### config.mk
export PLATFORM = sky130hd
export DESIGN_NAME = shp_cmd_engine
export DESIGN_NICKNAME = d
export VERILOG_FILES = /design/src/shared/shp_pkg.sv /design/src/shp_cmd_engine.sv
export SDC_FILE = /design/constraint.sdc
export NUM_CORES = 2
export LEC_CHECK = 0
export ABC_AREA = 1
export BUFFER_PORTS_ARGS = -buffer_cell sky130_fd_sc_hd__buf_2
export CAP_MARGIN = 20
export CELL_PAD_IN_SITES_DETAIL_PLACEMENT = 1
export CELL_PAD_IN_SITES_GLOBAL_PLACEMENT = 2
export CORE_UTILIZATION = 45
export DETAILED_ROUTE_END_ITERATION = 10
export PLACE_DENSITY = 0.83
export SYNTH_ARGS = -nofsm -noshare
export SYNTH_HDL_FRONTEND = slang
export SYNTH_MEMORY_MAX_BITS = 65536
export SYNTH_SLANG_ARGS = --single-unit
### constraint.sdc
create_clock -name mclk -period 5.65 [get_ports mclk]
set_input_delay 0 -clock mclk [delete_from_list [all_inputs] [get_ports mclk]]
set_output_delay 0 -clock mclk [all_outputs]
set_load 0.02 [all_outputs]
### src/shared/shp_pkg.sv
/*
 * Constants for the sensor hub command engine: the bus address, the command
 * codes, the status codes, the sample layout and the reset values.
 * Assumes one 100 MHz system clock and that every user of the package writes
 * shp_pkg::name.
 */
package shp_pkg;

   // target address, write form; the read form is this value plus one
   localparam logic [7:0] ADDR_WR      = 8'haa;
   localparam logic [6:0] ADDR7        = ADDR_WR[7:1];

   // command families and indices
   localparam logic [7:0] FAM_STATUS   = 8'h00;
   localparam logic [7:0] FAM_MODE_RD  = 8'h02;
   localparam logic [7:0] FAM_OUT_CFG  = 8'h10;
   localparam logic [7:0] FAM_FIFO     = 8'h12;
   localparam logic [7:0] FAM_REG_WR   = 8'h40;
   localparam logic [7:0] FAM_REG_RD   = 8'h41;
   localparam logic [7:0] FAM_REG_ATTR = 8'h42;
   localparam logic [7:0] FAM_REG_DUMP = 8'h43;
   localparam logic [7:0] FAM_SENS_EN  = 8'h44;
   localparam logic [7:0] FAM_ALG_EN   = 8'h52;
   localparam logic [7:0] FAM_ID       = 8'hff;
   localparam logic [7:0] IDX_ZERO     = 8'h00;
   localparam logic [7:0] IDX_ONE      = 8'h01;
   localparam logic [7:0] IDX_ALG      = 8'h02;
   localparam logic [7:0] IDX_VERSION  = 8'h03;
   localparam logic [7:0] IDX_OPTICAL  = 8'h03;
   localparam logic [7:0] IDX_ACCEL    = 8'h04;
   localparam logic [7:0] OUT_RAW_ALG  = 8'h03;
   localparam logic [7:0] EN_MAX       = 8'h01;

   // status codes
   localparam logic [7:0] ST_OK        = 8'h00;
   localparam logic [7:0] ST_BAD_FAM   = 8'h01;
   localparam logic [7:0] ST_BAD_IDX   = 8'h02;
   localparam logic [7:0] ST_BAD_ARG   = 8'h03;
   localparam logic [7:0] PAD_BYTE     = 8'h00;

   // answers of the fixed queries
   localparam logic [7:0] MODE_APP     = 8'h00;
   localparam logic [7:0] VER_MAJOR    = 8'h01;
   localparam logic [7:0] VER_MINOR    = 8'h09;
   localparam logic [7:0] VER_REV      = 8'h00;
   localparam logic [7:0] REG_WIDTH    = 8'h01;
   localparam logic [7:0] REG_COUNT    = 8'h24;

   // hub status byte bits
   localparam int         RDY_BIT      = 3;
   localparam int         OVF_BIT      = 4;

   // output queue and sample layout: four 24-bit raw, hr 16, conf 8, spo2 16, state 8
   localparam int         SMP_BYTES    = 18;
   localparam int         SMP_BITS     = SMP_BYTES * 8;
   localparam logic [4:0] SMP_LAST     = 5'd17;
   localparam int         DEPTH        = 32;
   localparam logic [5:0] DEPTH_C      = 6'd32;
   localparam logic [9:0] SMP_BYTES_C  = 10'd18;
   localparam logic [7:0] THR_RESET    = 8'h01;

   typedef enum logic [2:0] {
      SS_IDLE, SS_ADDR, SS_AACK, SS_WR, SS_WACK, SS_RD, SS_RACK
   } shp_link_e;

   typedef enum logic [3:0] {
      RK_NONE, RK_MODE, RK_VER, RK_ATTR, RK_DUMP, RK_REG, RK_HUB, RK_CNT, RK_FIFO
   } shp_resp_e;

   typedef struct packed {
      logic            scl_m, scl_s, scl_p;
      logic            sda_m, sda_s, sda_p;
      shp_link_e       st;
      logic [3:0]      bcnt;
      logic [7:0]      sh;
      logic            rw;
      logic            drv;
      logic            wr_txn;
      logic [2:0]      wcnt;
      logic [3:0][7:0] cb;
      shp_resp_e       kind;
      logic [7:0]      stat;
      logic [9:0]      ridx;
      logic [9:0]      rlen;
      logic [4:0]      sbyte;
      logic [7:0]      mode;
      logic [7:0]      thr;
      logic            opt_en, acc_en, alg_en;
      logic            rdy, ovf;
      logic [7:0]      sreg_addr, sreg_wdata;
      logic            sreg_wr;
      logic [4:0]      wp, rp;
      logic [5:0]      cnt;
   } shp_state_s;

endpackage

### src/shp_cmd_engine.sv
/*
 * Application-mode command engine of the sensor hub: a two-wire target that
 * takes family/index/argument writes and answers reads with a status byte and
 * payload, plus the output sample queue.
 * Assumes scl and the data line arrive asynchronously and the board pulls
 * them up; sensor register reads and sample inputs are on mclk.
 */
// Notes on behaviour
// - answer as target at write address 0xAA, reads at 0xAB.
// - read-mode returns status zero then mode byte zero.
// - version query returns status then major, minor and revision bytes.
// - attribute query returns status, register byte width, register count.
// - dump returns status then address/value pairs in ascending order.
// - single register read returns status and the current register value.
// - register write forwards value to the sensor, answers status only.
// - output format 0x03 selects raw plus algorithm samples, set before streaming.
// - threshold sets sample count at which data-ready rises.
// - enable command turns on optical sensor 0x03 or accelerometer 0x04.
// - hub status byte bit 3 shows output data ready.
// - hub status byte bit 4 shows output queue overflow.
// - count query returns status then samples held in the queue.
// - queue read sends samples back to back, removing each once sent.
// - sample holds 16-bit heart rate, 8-bit confidence, 16-bit saturation.
`timescale 1ns/1ns
module shp_cmd_engine (
   input  wire logic        mclk,
   input  wire logic        resetn,
   input  wire logic        scl_i,
   input  wire logic        sda_i,
   output logic             sda_o,
   output logic             sda_oe_n,
   output logic [7:0]       sreg_addr,
   output logic [7:0]       sreg_wdata,
   output logic             sreg_wr,
   input  wire logic [7:0]  sreg_rdata,
   input  wire logic        smp_valid,
   input  wire logic [23:0] smp_led1,
   input  wire logic [23:0] smp_led2,
   input  wire logic [23:0] smp_led3,
   input  wire logic [23:0] smp_led4,
   input  wire logic [15:0] smp_heart_rate,
   input  wire logic [7:0]  smp_confidence,
   input  wire logic [15:0] smp_spo2,
   input  wire logic [7:0]  smp_alg_state,
   output logic [7:0]       output_mode,
   output logic [7:0]       fifo_threshold,
   output logic             optical_en,
   output logic             accel_en,
   output logic             wrist_pulse_algorithm_en,
   output logic             output_ready_flag,
   output logic             output_queue_overflow_flag,
   output logic [5:0]       sample_count
);

   shp_pkg::shp_state_s          q;
   shp_pkg::shp_state_s          n;
   logic                         rst_meta_q;
   logic                         rst_n_q;
   logic [shp_pkg::SMP_BITS-1:0] mem [shp_pkg::DEPTH];
   logic [shp_pkg::SMP_BITS-1:0] smp_word;
   logic [shp_pkg::SMP_BITS-1:0] head_word;
   logic                         scl_rise, scl_fall, start_c, stop_c;
   logic                         push, pop, exec, advance;
   logic [7:0]                   cur_byte;
   logic [7:0]                   hub_byte;

   // only the optical sensor carries a register window
   function automatic logic sensor_ok(input logic [7:0] idx);
      return idx == shp_pkg::IDX_OPTICAL;
   endfunction

   // byte k of a sample, most significant first
   function automatic logic [7:0] smp_byte(input logic [shp_pkg::SMP_BITS-1:0] w,
                                           input logic [4:0] k);
      return w[shp_pkg::SMP_BITS - 8 - 8 * int'(k) +: 8];
   endfunction

   // release of reset through two flops
   always_ff @(posedge mclk or negedge resetn) begin
      if (!resetn) begin
         rst_meta_q <= 1'b0;
         rst_n_q    <= 1'b0;
      end else begin
         rst_meta_q <= 1'b1;
         rst_n_q    <= rst_meta_q;
      end
   end

   // line events are taken only from the second and third sync stages
   assign scl_rise = q.scl_s & ~q.scl_p;
   assign scl_fall = ~q.scl_s & q.scl_p;
   assign start_c  = q.scl_s & q.scl_p & q.sda_p & ~q.sda_s;
   assign stop_c   = q.scl_s & q.scl_p & ~q.sda_p & q.sda_s;

   // sample packing, raw channels first then algorithm fields
   assign smp_word  = {smp_led1, smp_led2, smp_led3, smp_led4,
                       smp_heart_rate, smp_confidence, smp_spo2, smp_alg_state};
   assign head_word = mem[q.rp];

   // byte the target will shift out next
   always_comb begin
      hub_byte                   = 8'h00;
      hub_byte[shp_pkg::RDY_BIT] = q.rdy;
      hub_byte[shp_pkg::OVF_BIT] = q.ovf;
      cur_byte = shp_pkg::PAD_BYTE;
      if (q.ridx >= q.rlen) begin
         cur_byte = shp_pkg::PAD_BYTE;
      end else if (q.ridx == 10'd0) begin
         cur_byte = q.stat;
      end else begin
         unique case (q.kind)
            shp_pkg::RK_MODE: cur_byte = shp_pkg::MODE_APP;
            shp_pkg::RK_VER: begin
               cur_byte = (q.ridx == 10'd1) ? shp_pkg::VER_MAJOR :
                          (q.ridx == 10'd2) ? shp_pkg::VER_MINOR : shp_pkg::VER_REV;
            end
            shp_pkg::RK_ATTR: begin
               cur_byte = (q.ridx == 10'd1) ? shp_pkg::REG_WIDTH : shp_pkg::REG_COUNT;
            end
            shp_pkg::RK_DUMP: cur_byte = q.ridx[0] ? q.sreg_addr : sreg_rdata;
            shp_pkg::RK_REG:  cur_byte = sreg_rdata;
            shp_pkg::RK_HUB:  cur_byte = hub_byte;
            shp_pkg::RK_CNT:  cur_byte = {2'b00, q.cnt};
            shp_pkg::RK_FIFO: cur_byte = smp_byte(head_word, q.sbyte);
            shp_pkg::RK_NONE: cur_byte = shp_pkg::PAD_BYTE;
         endcase
      end
   end

   // next state: link, command decode, response walk, queue
   always_comb begin
      n       = q;
      push    = 1'b0;
      pop     = 1'b0;
      exec    = 1'b0;
      advance = 1'b0;
      n.sreg_wr = 1'b0;
      n.scl_m = scl_i;
      n.scl_s = q.scl_m;
      n.scl_p = q.scl_s;
      n.sda_m = sda_i;
      n.sda_s = q.sda_m;
      n.sda_p = q.sda_s;

      // two-wire target; data changes only after scl falls
      if (start_c || stop_c) begin
         exec     = q.wr_txn && (q.wcnt != 3'd0);
         n.wr_txn = 1'b0;
         n.drv    = 1'b0;
         n.bcnt   = 4'd0;
         n.st     = start_c ? shp_pkg::SS_ADDR : shp_pkg::SS_IDLE;
      end else if (scl_rise) begin
         if ((q.st == shp_pkg::SS_ADDR || q.st == shp_pkg::SS_WR) && q.bcnt < 4'd8) begin
            n.sh   = {q.sh[6:0], q.sda_s};
            n.bcnt = q.bcnt + 4'd1;
         end else if (q.st == shp_pkg::SS_RACK) begin
            advance = 1'b1;
            if (q.sda_s) begin
               n.st = shp_pkg::SS_IDLE; // controller ended the read
            end
         end
      end else if (scl_fall) begin
         unique case (q.st)
            shp_pkg::SS_ADDR: begin
               if (q.bcnt == 4'd8) begin
                  if (q.sh[7:1] == shp_pkg::ADDR7) begin
                     n.st  = shp_pkg::SS_AACK;
                     n.drv = 1'b1;
                     n.rw  = q.sh[0];
                  end else begin
                     n.st = shp_pkg::SS_IDLE;
                  end
               end
            end
            shp_pkg::SS_WR: begin
               if (q.bcnt == 4'd8) begin
                  n.st  = shp_pkg::SS_WACK;
                  n.drv = 1'b1;
                  if (q.wcnt < 3'd4) begin
                     n.cb[q.wcnt[1:0]] = q.sh;
                  end
                  if (q.wcnt != 3'd5) begin
                     n.wcnt = q.wcnt + 3'd1; // saturates to flag an overlong command
                  end
               end
            end
            shp_pkg::SS_AACK, shp_pkg::SS_RACK: begin
               if (q.rw) begin
                  n.st   = shp_pkg::SS_RD;
                  n.sh   = cur_byte;
                  n.drv  = ~cur_byte[7];
                  n.bcnt = 4'd1;
               end else begin
                  n.st     = shp_pkg::SS_WR;
                  n.drv    = 1'b0;
                  n.bcnt   = 4'd0;
                  n.wr_txn = 1'b1;
                  n.wcnt   = 3'd0;
               end
            end
            shp_pkg::SS_WACK: begin
               n.st   = shp_pkg::SS_WR;
               n.drv  = 1'b0;
               n.bcnt = 4'd0;
            end
            shp_pkg::SS_RD: begin
               if (q.bcnt == 4'd8) begin
                  n.drv = 1'b0;
                  n.st  = shp_pkg::SS_RACK;
               end else begin
                  n.drv  = ~q.sh[3'd7 - q.bcnt[2:0]];
                  n.bcnt = q.bcnt + 4'd1;
               end
            end
            shp_pkg::SS_IDLE: n.st = shp_pkg::SS_IDLE;
         endcase
      end

      // a byte acknowledged or refused by the controller moves the response on
      if (advance && q.ridx < q.rlen) begin
         n.ridx = q.ridx + 10'd1;
         if (q.kind == shp_pkg::RK_FIFO && q.ridx != 10'd0) begin
            if (q.sbyte == shp_pkg::SMP_LAST) begin
               pop     = 1'b1;
               n.sbyte = 5'd0;
            end else begin
               n.sbyte = q.sbyte + 5'd1;
            end
         end
         if (q.kind == shp_pkg::RK_DUMP && q.ridx != 10'd0 && !q.ridx[0]) begin
            n.sreg_addr = q.sreg_addr + 8'd1;
         end
         if (q.kind == shp_pkg::RK_HUB && q.ridx == 10'd1) begin
            n.ovf = 1'b0; // read clears overflow; a new overflow below still wins
         end
      end

      // decode of a finished write, taken at the following stop or restart
      if (exec) begin
         n.ridx  = 10'd0;
         n.rlen  = 10'd1;
         n.sbyte = 5'd0;
         n.kind  = shp_pkg::RK_NONE;
         n.stat  = shp_pkg::ST_OK;
         unique case (q.cb[0])
            shp_pkg::FAM_STATUS, shp_pkg::FAM_MODE_RD: begin
               if (q.cb[1] != shp_pkg::IDX_ZERO) begin
                  n.stat = shp_pkg::ST_BAD_IDX;
               end else if (q.wcnt != 3'd2) begin
                  n.stat = shp_pkg::ST_BAD_ARG;
               end else begin
                  n.kind = (q.cb[0] == shp_pkg::FAM_STATUS) ? shp_pkg::RK_HUB
                                                            : shp_pkg::RK_MODE;
                  n.rlen = 10'd2;
               end
            end
            shp_pkg::FAM_OUT_CFG: begin
               if (q.wcnt != 3'd3) begin
                  n.stat = shp_pkg::ST_BAD_ARG;
               end else if (q.cb[1] == shp_pkg::IDX_ZERO && q.cb[2] <= shp_pkg::OUT_RAW_ALG) begin
                  n.mode = q.cb[2];
               end else if (q.cb[1] == shp_pkg::IDX_ONE) begin
                  n.thr = q.cb[2];
               end else begin
                  n.stat = (q.cb[1] == shp_pkg::IDX_ZERO) ? shp_pkg::ST_BAD_ARG
                                                          : shp_pkg::ST_BAD_IDX;
               end
            end
            shp_pkg::FAM_FIFO: begin
               if (q.wcnt != 3'd2) begin
                  n.stat = shp_pkg::ST_BAD_ARG;
               end else if (q.cb[1] == shp_pkg::IDX_ZERO) begin
                  n.kind = shp_pkg::RK_CNT;
                  n.rlen = 10'd2;
               end else if (q.cb[1] == shp_pkg::IDX_ONE) begin
                  n.kind = shp_pkg::RK_FIFO;
                  n.rlen = 10'(q.cnt) * shp_pkg::SMP_BYTES_C + 10'd1;
               end else begin
                  n.stat = shp_pkg::ST_BAD_IDX;
               end
            end
            shp_pkg::FAM_REG_WR, shp_pkg::FAM_REG_RD, shp_pkg::FAM_REG_ATTR,
            shp_pkg::FAM_REG_DUMP: begin
               if (!sensor_ok(q.cb[1])) begin
                  n.stat = shp_pkg::ST_BAD_IDX;
               end else if (q.cb[0] == shp_pkg::FAM_REG_WR && q.wcnt == 3'd4) begin
                  n.sreg_addr  = q.cb[2];
                  n.sreg_wdata = q.cb[3];
                  n.sreg_wr    = 1'b1;
               end else if (q.cb[0] == shp_pkg::FAM_REG_RD && q.wcnt == 3'd3) begin
                  n.sreg_addr = q.cb[2];
                  n.kind      = shp_pkg::RK_REG;
                  n.rlen      = 10'd2;
               end else if (q.cb[0] == shp_pkg::FAM_REG_ATTR && q.wcnt == 3'd2) begin
                  n.kind = shp_pkg::RK_ATTR;
                  n.rlen = 10'd3;
               end else if (q.cb[0] == shp_pkg::FAM_REG_DUMP && q.wcnt == 3'd2) begin
                  n.sreg_addr = 8'h00;
                  n.kind      = shp_pkg::RK_DUMP;
                  n.rlen      = {1'b0, shp_pkg::REG_COUNT, 1'b1};
               end else begin
                  n.stat = shp_pkg::ST_BAD_ARG;
               end
            end
            shp_pkg::FAM_SENS_EN: begin
               if (q.wcnt != 3'd3 || q.cb[2] > shp_pkg::EN_MAX) begin
                  n.stat = shp_pkg::ST_BAD_ARG;
               end else if (q.cb[1] == shp_pkg::IDX_OPTICAL) begin
                  n.opt_en = q.cb[2][0];
               end else if (q.cb[1] == shp_pkg::IDX_ACCEL) begin
                  n.acc_en = q.cb[2][0];
               end else begin
                  n.stat = shp_pkg::ST_BAD_IDX;
               end
            end
            shp_pkg::FAM_ALG_EN: begin
               if (q.cb[1] != shp_pkg::IDX_ALG) begin
                  n.stat = shp_pkg::ST_BAD_IDX;
               end else if (q.wcnt != 3'd3 || q.cb[2] > shp_pkg::EN_MAX) begin
                  n.stat = shp_pkg::ST_BAD_ARG;
               end else begin
                  n.alg_en = q.cb[2][0];
               end
            end
            shp_pkg::FAM_ID: begin
               if (q.cb[1] != shp_pkg::IDX_VERSION) begin
                  n.stat = shp_pkg::ST_BAD_IDX;
               end else if (q.wcnt != 3'd2) begin
                  n.stat = shp_pkg::ST_BAD_ARG;
               end else begin
                  n.kind = shp_pkg::RK_VER;
                  n.rlen = 10'd4;
               end
            end
            default: n.stat = shp_pkg::ST_BAD_FAM;
         endcase
      end

      // queue fill: samples count only once raw plus algorithm output is on
      if (smp_valid && q.opt_en && q.mode == shp_pkg::OUT_RAW_ALG) begin
         if (q.cnt == shp_pkg::DEPTH_C && !pop) begin
            n.ovf = 1'b1;
         end else begin
            push = 1'b1;
            n.wp = q.wp + 5'd1;
         end
      end
      if (pop) begin
         n.rp = q.rp + 5'd1;
      end
      n.cnt = q.cnt + {5'd0, push} - {5'd0, pop};
      n.rdy = (q.thr != 8'h00) && ({2'b00, n.cnt} >= q.thr);
   end

   // single state register
   always_ff @(posedge mclk or negedge rst_n_q) begin
      if (!rst_n_q) begin
         q     <= '0;
         q.thr <= shp_pkg::THR_RESET;
         {q.scl_m, q.scl_s, q.scl_p, q.sda_m, q.sda_s, q.sda_p} <= 6'h3f; // idle bus is high
      end else begin
         q <= n;
      end
   end

   // sample storage; no reset needed, contents gated by the count
   always_ff @(posedge mclk) begin
      if (push) begin
         mem[q.wp] <= smp_word;
      end
   end

   // open-drain data line: only ever pulls low
   assign sda_o                      = 1'b0;
   assign sda_oe_n                   = ~q.drv;
   assign sreg_addr                  = q.sreg_addr;
   assign sreg_wdata                 = q.sreg_wdata;
   assign sreg_wr                    = q.sreg_wr;
   assign output_mode                = q.mode;
   assign fifo_threshold             = q.thr;
   assign optical_en                 = q.opt_en;
   assign accel_en                   = q.acc_en;
   assign wrist_pulse_algorithm_en   = q.alg_en;
   assign output_ready_flag          = q.rdy;
   assign output_queue_overflow_flag = q.ovf;
   assign sample_count               = q.cnt;

endmodule

=== Yosys cells after proc, flatten, opt, wreduce, memory -nomap -nowiden ===
Memories as Yosys holds them, arrays and structs flattened.
Index checks and enable logic that the tools add are counted.

* Register bits: 152
* Latch bits: 0
* Memory bits (writable): 4608
* ROM bits: 0
* Input bits: 157
* Memories kept: 1

{| class="wikitable"
|+ Memories
! name !! words !! width !! read ports !! clocked after memory_dff !! write ports !! line !! source
|-
| mem || 32 || 144 || 1 || 0 || 1 || shp_cmd_engine.sv:59 || <nowiki>logic [shp_pkg::SMP_BITS-1:0] mem [shp_pkg::DEPTH];</nowiki>
|}

* Add/subtract/negate cells: 12
* Multipliers: 1
* Div/mod/pow operators: 0
* $lt $le $gt $ge: 10
* Eq/ne operators: 59
* Shifts and indexed selects: 1
* Mux-type cells: 136
* Bitwise logic cells: 22
* Reduce and logical (&&, ||, !) cells: 62

{| class="wikitable"
|+ Operator list
! cell !! count
|-
| 8-bit 2-to-1 mux || 20
|-
| 144-bit by 9-bit variable part select with 8-bit output || 1
|-
| 32-bit 2-to-1 mux || 2
|-
| 8-bit case mux with 8 select lines || 1
|-
| 8-bit case mux with 7 select lines || 1
|-
| 53-bit 2-to-1 mux || 1
|-
| 17-bit 2-to-1 mux || 3
|-
| 7-bit 2-to-1 mux || 7
|-
| 8-bit by 7-bit == test with 1-bit output, second input constant || 6
|-
| 2-bit 2-to-1 mux || 22
|-
| 44-bit 2-to-1 mux || 1
|-
| 3-bit 2-to-1 mux || 14
|-
| 10-bit 2-to-1 mux || 4
|-
| 10-bit case mux with 4 select lines || 1
|-
| 37-bit 2-to-1 mux || 1
|-
| 4-bit 2-to-1 mux || 9
|-
| 35-bit 2-to-1 mux || 1
|-
| 32-bit bitwise mux || 1
|-
| 16-bit 2-to-1 mux || 2
|-
| 1-bit 2-to-1 mux || 29
|-
| 8-bit by 2-bit == test with 1-bit output, second input constant || 3
|-
| 12-bit 2-to-1 mux || 2
|-
| 4-bit AND reduction || 6
|-
| 10-bit by 1-bit adder with 10-bit output, second input constant || 2
|-
| 75 further kinds || 163
|}

=== Depth between registers and ports, before layout ===
* Depth after elaboration: 16
* Gate-level depth with buffers: 27
* Mapped depth without buffers: 26

=== Worst setup path before layout ===
OpenSTA, ideal clock, no wires.

* Kind: reg2reg
* Start point: register q[55] in the netlist's numbering
* End point: memory mem[31][0] in the netlist's numbering (enable)
* Setup time: 0.727 ns
* Data arrival time: 10.006 ns
* Slack: -5.084 ns
* Cell stages (with the launch flop): 12
* Buffers on the path: 3
* Path through: dfrtp_1 buf_2 inv_1 clkbuf_1 buf_1 ha_1 nand3_1 inv_1 nand3_1 a21oi_2 nand2_2 nor4_2

* Cells in the longest elaborated chain, start to end: 10

{| class="wikitable"
|+ RTL lines
! item !! line !! source
|-
| from (decl) || shp_cmd_engine.sv:55 || <nowiki>shp_pkg::shp_state_s q;</nowiki>
|-
| from (signal assigned) || shp_cmd_engine.sv:362 || <nowiki>q <= n;</nowiki>
|-
| 5-bit == test || shp_cmd_engine.sv:223 || <nowiki>if (q.sbyte == shp_pkg::SMP_LAST) begin</nowiki>
|-
| 1-bit 2-to-1 mux || shp_cmd_engine.sv:223 ||
|-
| 1-bit 2-to-1 mux || shp_cmd_engine.sv:222 || <nowiki>if (q.kind == shp_pkg::RK_FIFO && q.ridx != 10'd0) begin</nowiki>
|-
| 1-bit 2-to-1 mux || shp_cmd_engine.sv:220 || <nowiki>if (advance && q.ridx < q.rlen) begin</nowiki>
|-
| 1-bit logical NOT || shp_cmd_engine.sv:341 || <nowiki>if (q.cnt == shp_pkg::DEPTH_C && !pop) begin</nowiki>
|-
| 1-bit logical AND || shp_cmd_engine.sv:341 ||
|-
| 1-bit 2-to-1 mux || shp_cmd_engine.sv:341 ||
|-
| 1-bit 2-to-1 mux || shp_cmd_engine.sv:340 || <nowiki>if (smp_valid && q.opt_en && q.mode == shp_pkg::OUT_RAW_ALG) begin</nowiki>
|-
| 1-bit 2-to-1 mux || shp_cmd_engine.sv:368 || <nowiki>if (push) begin</nowiki>
|-
| 1-bit 2-to-1 mux (implied by the code) || shp_cmd_engine.sv:369 || <nowiki>mem[q.wp] <= smp_word;</nowiki>
|-
| to (decl) || shp_cmd_engine.sv:59 ||
|}

Every way passes these cells.

=== Final worst setup path ===
* Start point: register q[8] in the netlist's numbering
* End point: register q[133] in the netlist's numbering

* Cells in the longest elaborated chain, start to end: 9

{| class="wikitable"
|+ RTL lines
! item !! line !! source
|-
| memory read 32 x 144 bit || - ||
|-
| 144-bit by 9-bit variable part select with 8-bit output || shp_cmd_engine.sv:75 || <nowiki>return w[shp_pkg::SMP_BITS - 8 - 8 * int'(k) +: 8];</nowiki>
|-
| 8-bit case mux with 8 select lines || shp_cmd_engine.sv:111 || <nowiki>unique case (q.kind)</nowiki>
|-
| 8-bit 2-to-1 mux || shp_cmd_engine.sv:108 || <nowiki>end else if (q.ridx == 10'd0) begin</nowiki>
|-
| 8-bit 2-to-1 mux || shp_cmd_engine.sv:106 || <nowiki>if (q.ridx >= q.rlen) begin</nowiki>
|-
| 8-bit 2-to-1 mux || shp_cmd_engine.sv:188 || <nowiki>if (q.rw) begin</nowiki>
|-
| 8-bit 2-to-1 mux || shp_cmd_engine.sv:163 || <nowiki>unique case (q.st)</nowiki>
|-
| 53-bit 2-to-1 mux || shp_cmd_engine.sv:162 || <nowiki>end else if (scl_fall) begin</nowiki>
|-
| 15-bit 2-to-1 mux || shp_cmd_engine.sv:152 || <nowiki>end else if (scl_rise) begin</nowiki>
|}

Every way passes these cells. The select of a mux whose other input is x is not followed.
A chain may end at the register's enable or synchronous reset.

==> metrics.md <==
| Metric | Value |
|---|---|
| CTS Buf Count | `482` |
| Reg-to-Reg End | `q[133]$_DFFE_PN0P_` |
| Die area | `0.427 mm^2` |
| WP data required | `about 6.6 ns` |
| Yosys reg bits | `4,754` |
| Clock Latency Late Sink | `1.04 ns` |
| Area grow syn2layout | `12.5%` |
| Largest net degree at the start of global routing | `about 150` |
| Max-slew headroom | `15.8%` |
| Final ANT Viol Nets | `0` |
| Total setup buffers inserted after CTS | `0` |
| Post-synthesis mux area share | `0.0393%` |
| FF/Latch Area | `0.142 mm^2` |
| I/O pins | `203` |
| Initial antenna violation count | `73` |
| Worst VDD drop | `approximately 0.00028 V` |
| Final instance area | `approximately 0.22 mm^2` |
| Starting Density | `45.2%` |
| I/O Buffers | `201` |
| Placed Cells | `20,000` |
| Area post-placement | `slightly below 0.2 mm^2` |
| Leak pwr | `71.5 nW` |
| Multi-input gate area | `0.0421 mm^2` |
| Iteration count of the initial detailed-routing pass | `8` |
| Hold endpoint | `q[131]$_DFFE_PN0P_` |
| Simple-gate share of the synthesized area | `10.6%` |
| Via count of the first global-routing pass | `131,000` |
| Final std cells w/o fill | `around 21,000` |
| RePlAce Congestion | `0.817` |
| Hold Violations, Final | `0` |
| # H-tree levels | `5` |
| Max Buffers Root-to-Sink | `4` |
| Fill cell count | `around 42,000` |
| Period Utilization, post-route | `86.9%` |
| Layout cells sized above 1 | `8.42%` |
| Slowest cell on the critical path | `dfrtp_4` |
| Cells after Synth | `14,800` |
| Post-Synth XOR/XNOR Area | `0.0962%` |
| Worst-Margin Slew | `1.26 ns` |
| Number of distinct library cells after synthesis | `between 60 and 70` |
| Hpwl dp | `329,000 um` |
| DIE WIDTH | `654 um` |
| Core footprint | `approximately 0.42 mm^2` |
| Critical path, cell by cell | `inv_8 -> nand2_2 -> buf_4 -> inv_8 -> buf_12 -> buf_12 -> a21oi_1 -> nand3_1 -> nand3_1 -> nand2_1 -> nand2_1 -> nand2_1 -> nor2_1 -> nand2_1 -> nand3_1 -> nand2_1 -> nand2_1 -> nand2_1 -> nand2_1 -> a21oi_2` |
| Crit. End Element | `register` |
| Syn nets | `around 15,000` |
| Most Frequent Cell on Critical Path | `nand2_1` |
| Hold_sp | `sreg_rdata[2]` |
| Worst Hold Class | `in2reg` |
| 1st-iter DRT viols | `approximately 16,000` |
| Clock skew | `0.0734 ns` |
| Nets | `15,200` |
| Via count | `129,000` |
| Clock transition at path regs | `roughly 0.06 ns` |
| Worst hold slack | `0.0497 ns` |
| Synth Cell Area | `0.191 mm^2` |
| Overflow after GRT | `0` |
| RSZ-0062 raised after global routing | `no` |
| FFs w/ async S/R, synth | `~3%` |
| Crit path arrival time | `5.82 ns` |
| Setup Viol. Count Final | `0` |
| Slowest stage delay, CP | `0.70 ns` |
| Global-route wire length before repair | `between 900,000 and 1,000,000 um` |
| Final Critical Period | `4.91 ns` |
| Drc violations | `32` |
| Cell Rows | `approximately 240` |
| Routed WL per cell | `30.0 um` |
| Yosys Warn Count | `0` |
| DIE HEIGHT | `approximately 650 um` |
| Count of pins over their slew limit | `0` |
| Number of flops mapped to enable cells by yosys | `4,608` |
| Ys flop type | `edfxtp_1` |
| Class of the most critical setup path | `reg2reg` |
| GRT Util Overall | `29.0%` |
| Worst reg2reg setup slack | `0.74 ns` |
| Root Driver | `clkbuf_16` |
| Worst Path Max Fanout | `44` |
| Most common cell after layout, fill and taps aside | `edfxtp_1` |
| Outcome | `finished, violations left` |
| Seq/Total Area, Yosys | `around three quarters` |
| Max Fclk | `roughly 0.20 GHz` |
| FF-to-FF path depth | `20` |
| Total wire length | `633,000 um` |
| Commonest non-fill, non-tap cells in the layout | `4,608 x edfxtp_1, 2,821 x nor2_1, 2,091 x o21ai_0` |
| TritonCTS clock tree | `done` |
| Max_cap viols | `0` |
| # clock sinks | `4,754` |
| R2r startpoint | `q[8]$_DFFE_PN0P_` |
| Mapped Avg Cell Area | `12.9 um^2` |
| CP startpoint kind | `register` |
| Post-Synth Adder-Cell Area | `0.387%` |
| Via-per-instance ratio | `roughly 6` |
| Hold Path Depth | `6` |
| Pwr/cell area | `330 mW/mm^2` |
| Post-synthesis compound-gate area fraction | `10.8%` |
| Failing checks | `DRC` |
| Main combinational cell family by area after synthesis | `compound AO/OA/AOI/OAI gates` |
==> report_power, final <==
part	total (mW)	switching, mW	internal, mW
Clock	31.3	13.8	17.5
Combinational	0.857	0.673	0.185
Sequential	38.8	0.116	38.7
==> layer usage <==
layer	share of wire (%)	track usage, %	vias up
met5	0.033	0	-
met4	3.7	9.83	30
met3	7.8	4.24	1290
met2	48	47.8	5835
met1	40	39.5	67400
li1	-	-	54800
==> critical path, delay by kind of cell (launching register included) <==
kind            cells  cell delay, ns
flops               1            0.70
simple gates       13            2.03
compound gates      2            0.25
buf+inv             5            1.62
==> area by class of cell <==
class	instances	share of cell area [%]
multi-input cells	8739	19.6
well taps	5663	3.29
clock inverters	279	1.16
clock buffers	605	5.87
repair buffers	745	3.48
flip-flops and latches	4754	66.0
diodes	32	0.0372
inverters	285	0.537
==> synthesized netlist by cell type, types with 58 or more instances <==
cell | n | share of area (%)
o21ai_1 | 159 | 0.42
nand2_1 | 1139 | 2.2
edfxtp_1 | 4608 | 72
a21oi_1 | 300 | 0.79
o22ai_1 | 496 | 1.6
dfrtp_1 | 139 | 1.8
clkbuf_1 | 287 | 0.56
nand3_1 | 862 | 2.3
buf_6 | 124 | 0.73
buf_2 | 308 | 0.81
nor2_1 | 2854 | 5.6
buf_4 | 259 | 1.0
o21ai_0 | 2092 | 5.5
o211ai_1 | 440 | 1.7
inv_1 | 271 | 0.53
nand4_1 | 58 | 0.19
o221ai_1 | 103 | 0.47
==> worst max path at each step <==
stage                                  from                     endpoint  cells after the start
final                      q[8]$_DFFE_PN0P_           q[133]$_DFFE_PN0P_                     20
after global routing      q[76]$_DFFE_PN0P_  output_ready_flag$_DFF_PN0_                     22
after CTS                  q[8]$_DFFE_PN0P_           q[133]$_DFFE_PN0P_                     20
after detailed placement   q[8]$_DFFE_PN0P_           q[133]$_DFFE_PN0P_                     20
after global placement     q[8]$_DFFE_PN0P_           q[134]$_DFFE_PN0P_                     20
after floorplan           q[72]$_DFFE_PN0P_         mem[31][0]$_DFFE_PP_                     10
==> state kept, by name (all words and copies together) (netlist names), 4 cells and up, named ones only <==
register        count
q                  64
sreg_addr           8
sample_count        6
output_mode         8
fifo_threshold      8
n                   4
sreg_wdata          8
mem              4608
==> logic make-up (layout without fill, tap and decap cells) <==
family	count (synthesis)	in the layout
AND/OR/NAND/NOR	4996	4996
flip-flops	4754	4754
AO/OA/AOI/OAI	3655	3655
buffers and inverters	1321	1914
adder cells (fa/ha/maj)	58	58
XOR/XNOR	21	21
multiplexers	7	7
other	2	34
==> through the flow <==
step	setup TNS [ns]	worst slack, ns	util [%]	power, mW
floorplan	-632.55	-1.32	-	39.6
global placement	0	0.906	46.7	40.2
detailed placement	0	0.840	46.7	40.2
CTS	0	0.824	50.8	71.3
global route	0	0.627	50.8	72.5
finish	0	0.742	50.8	71.0
==> what timing repair did <==
item | 4_1_cts | 5_1_grt
resized for setup | 0 | 0
hold buffers | 194 | 0
endpoints found under the hold margin | 4622 | 0
(Power assumes the default switching activity.)
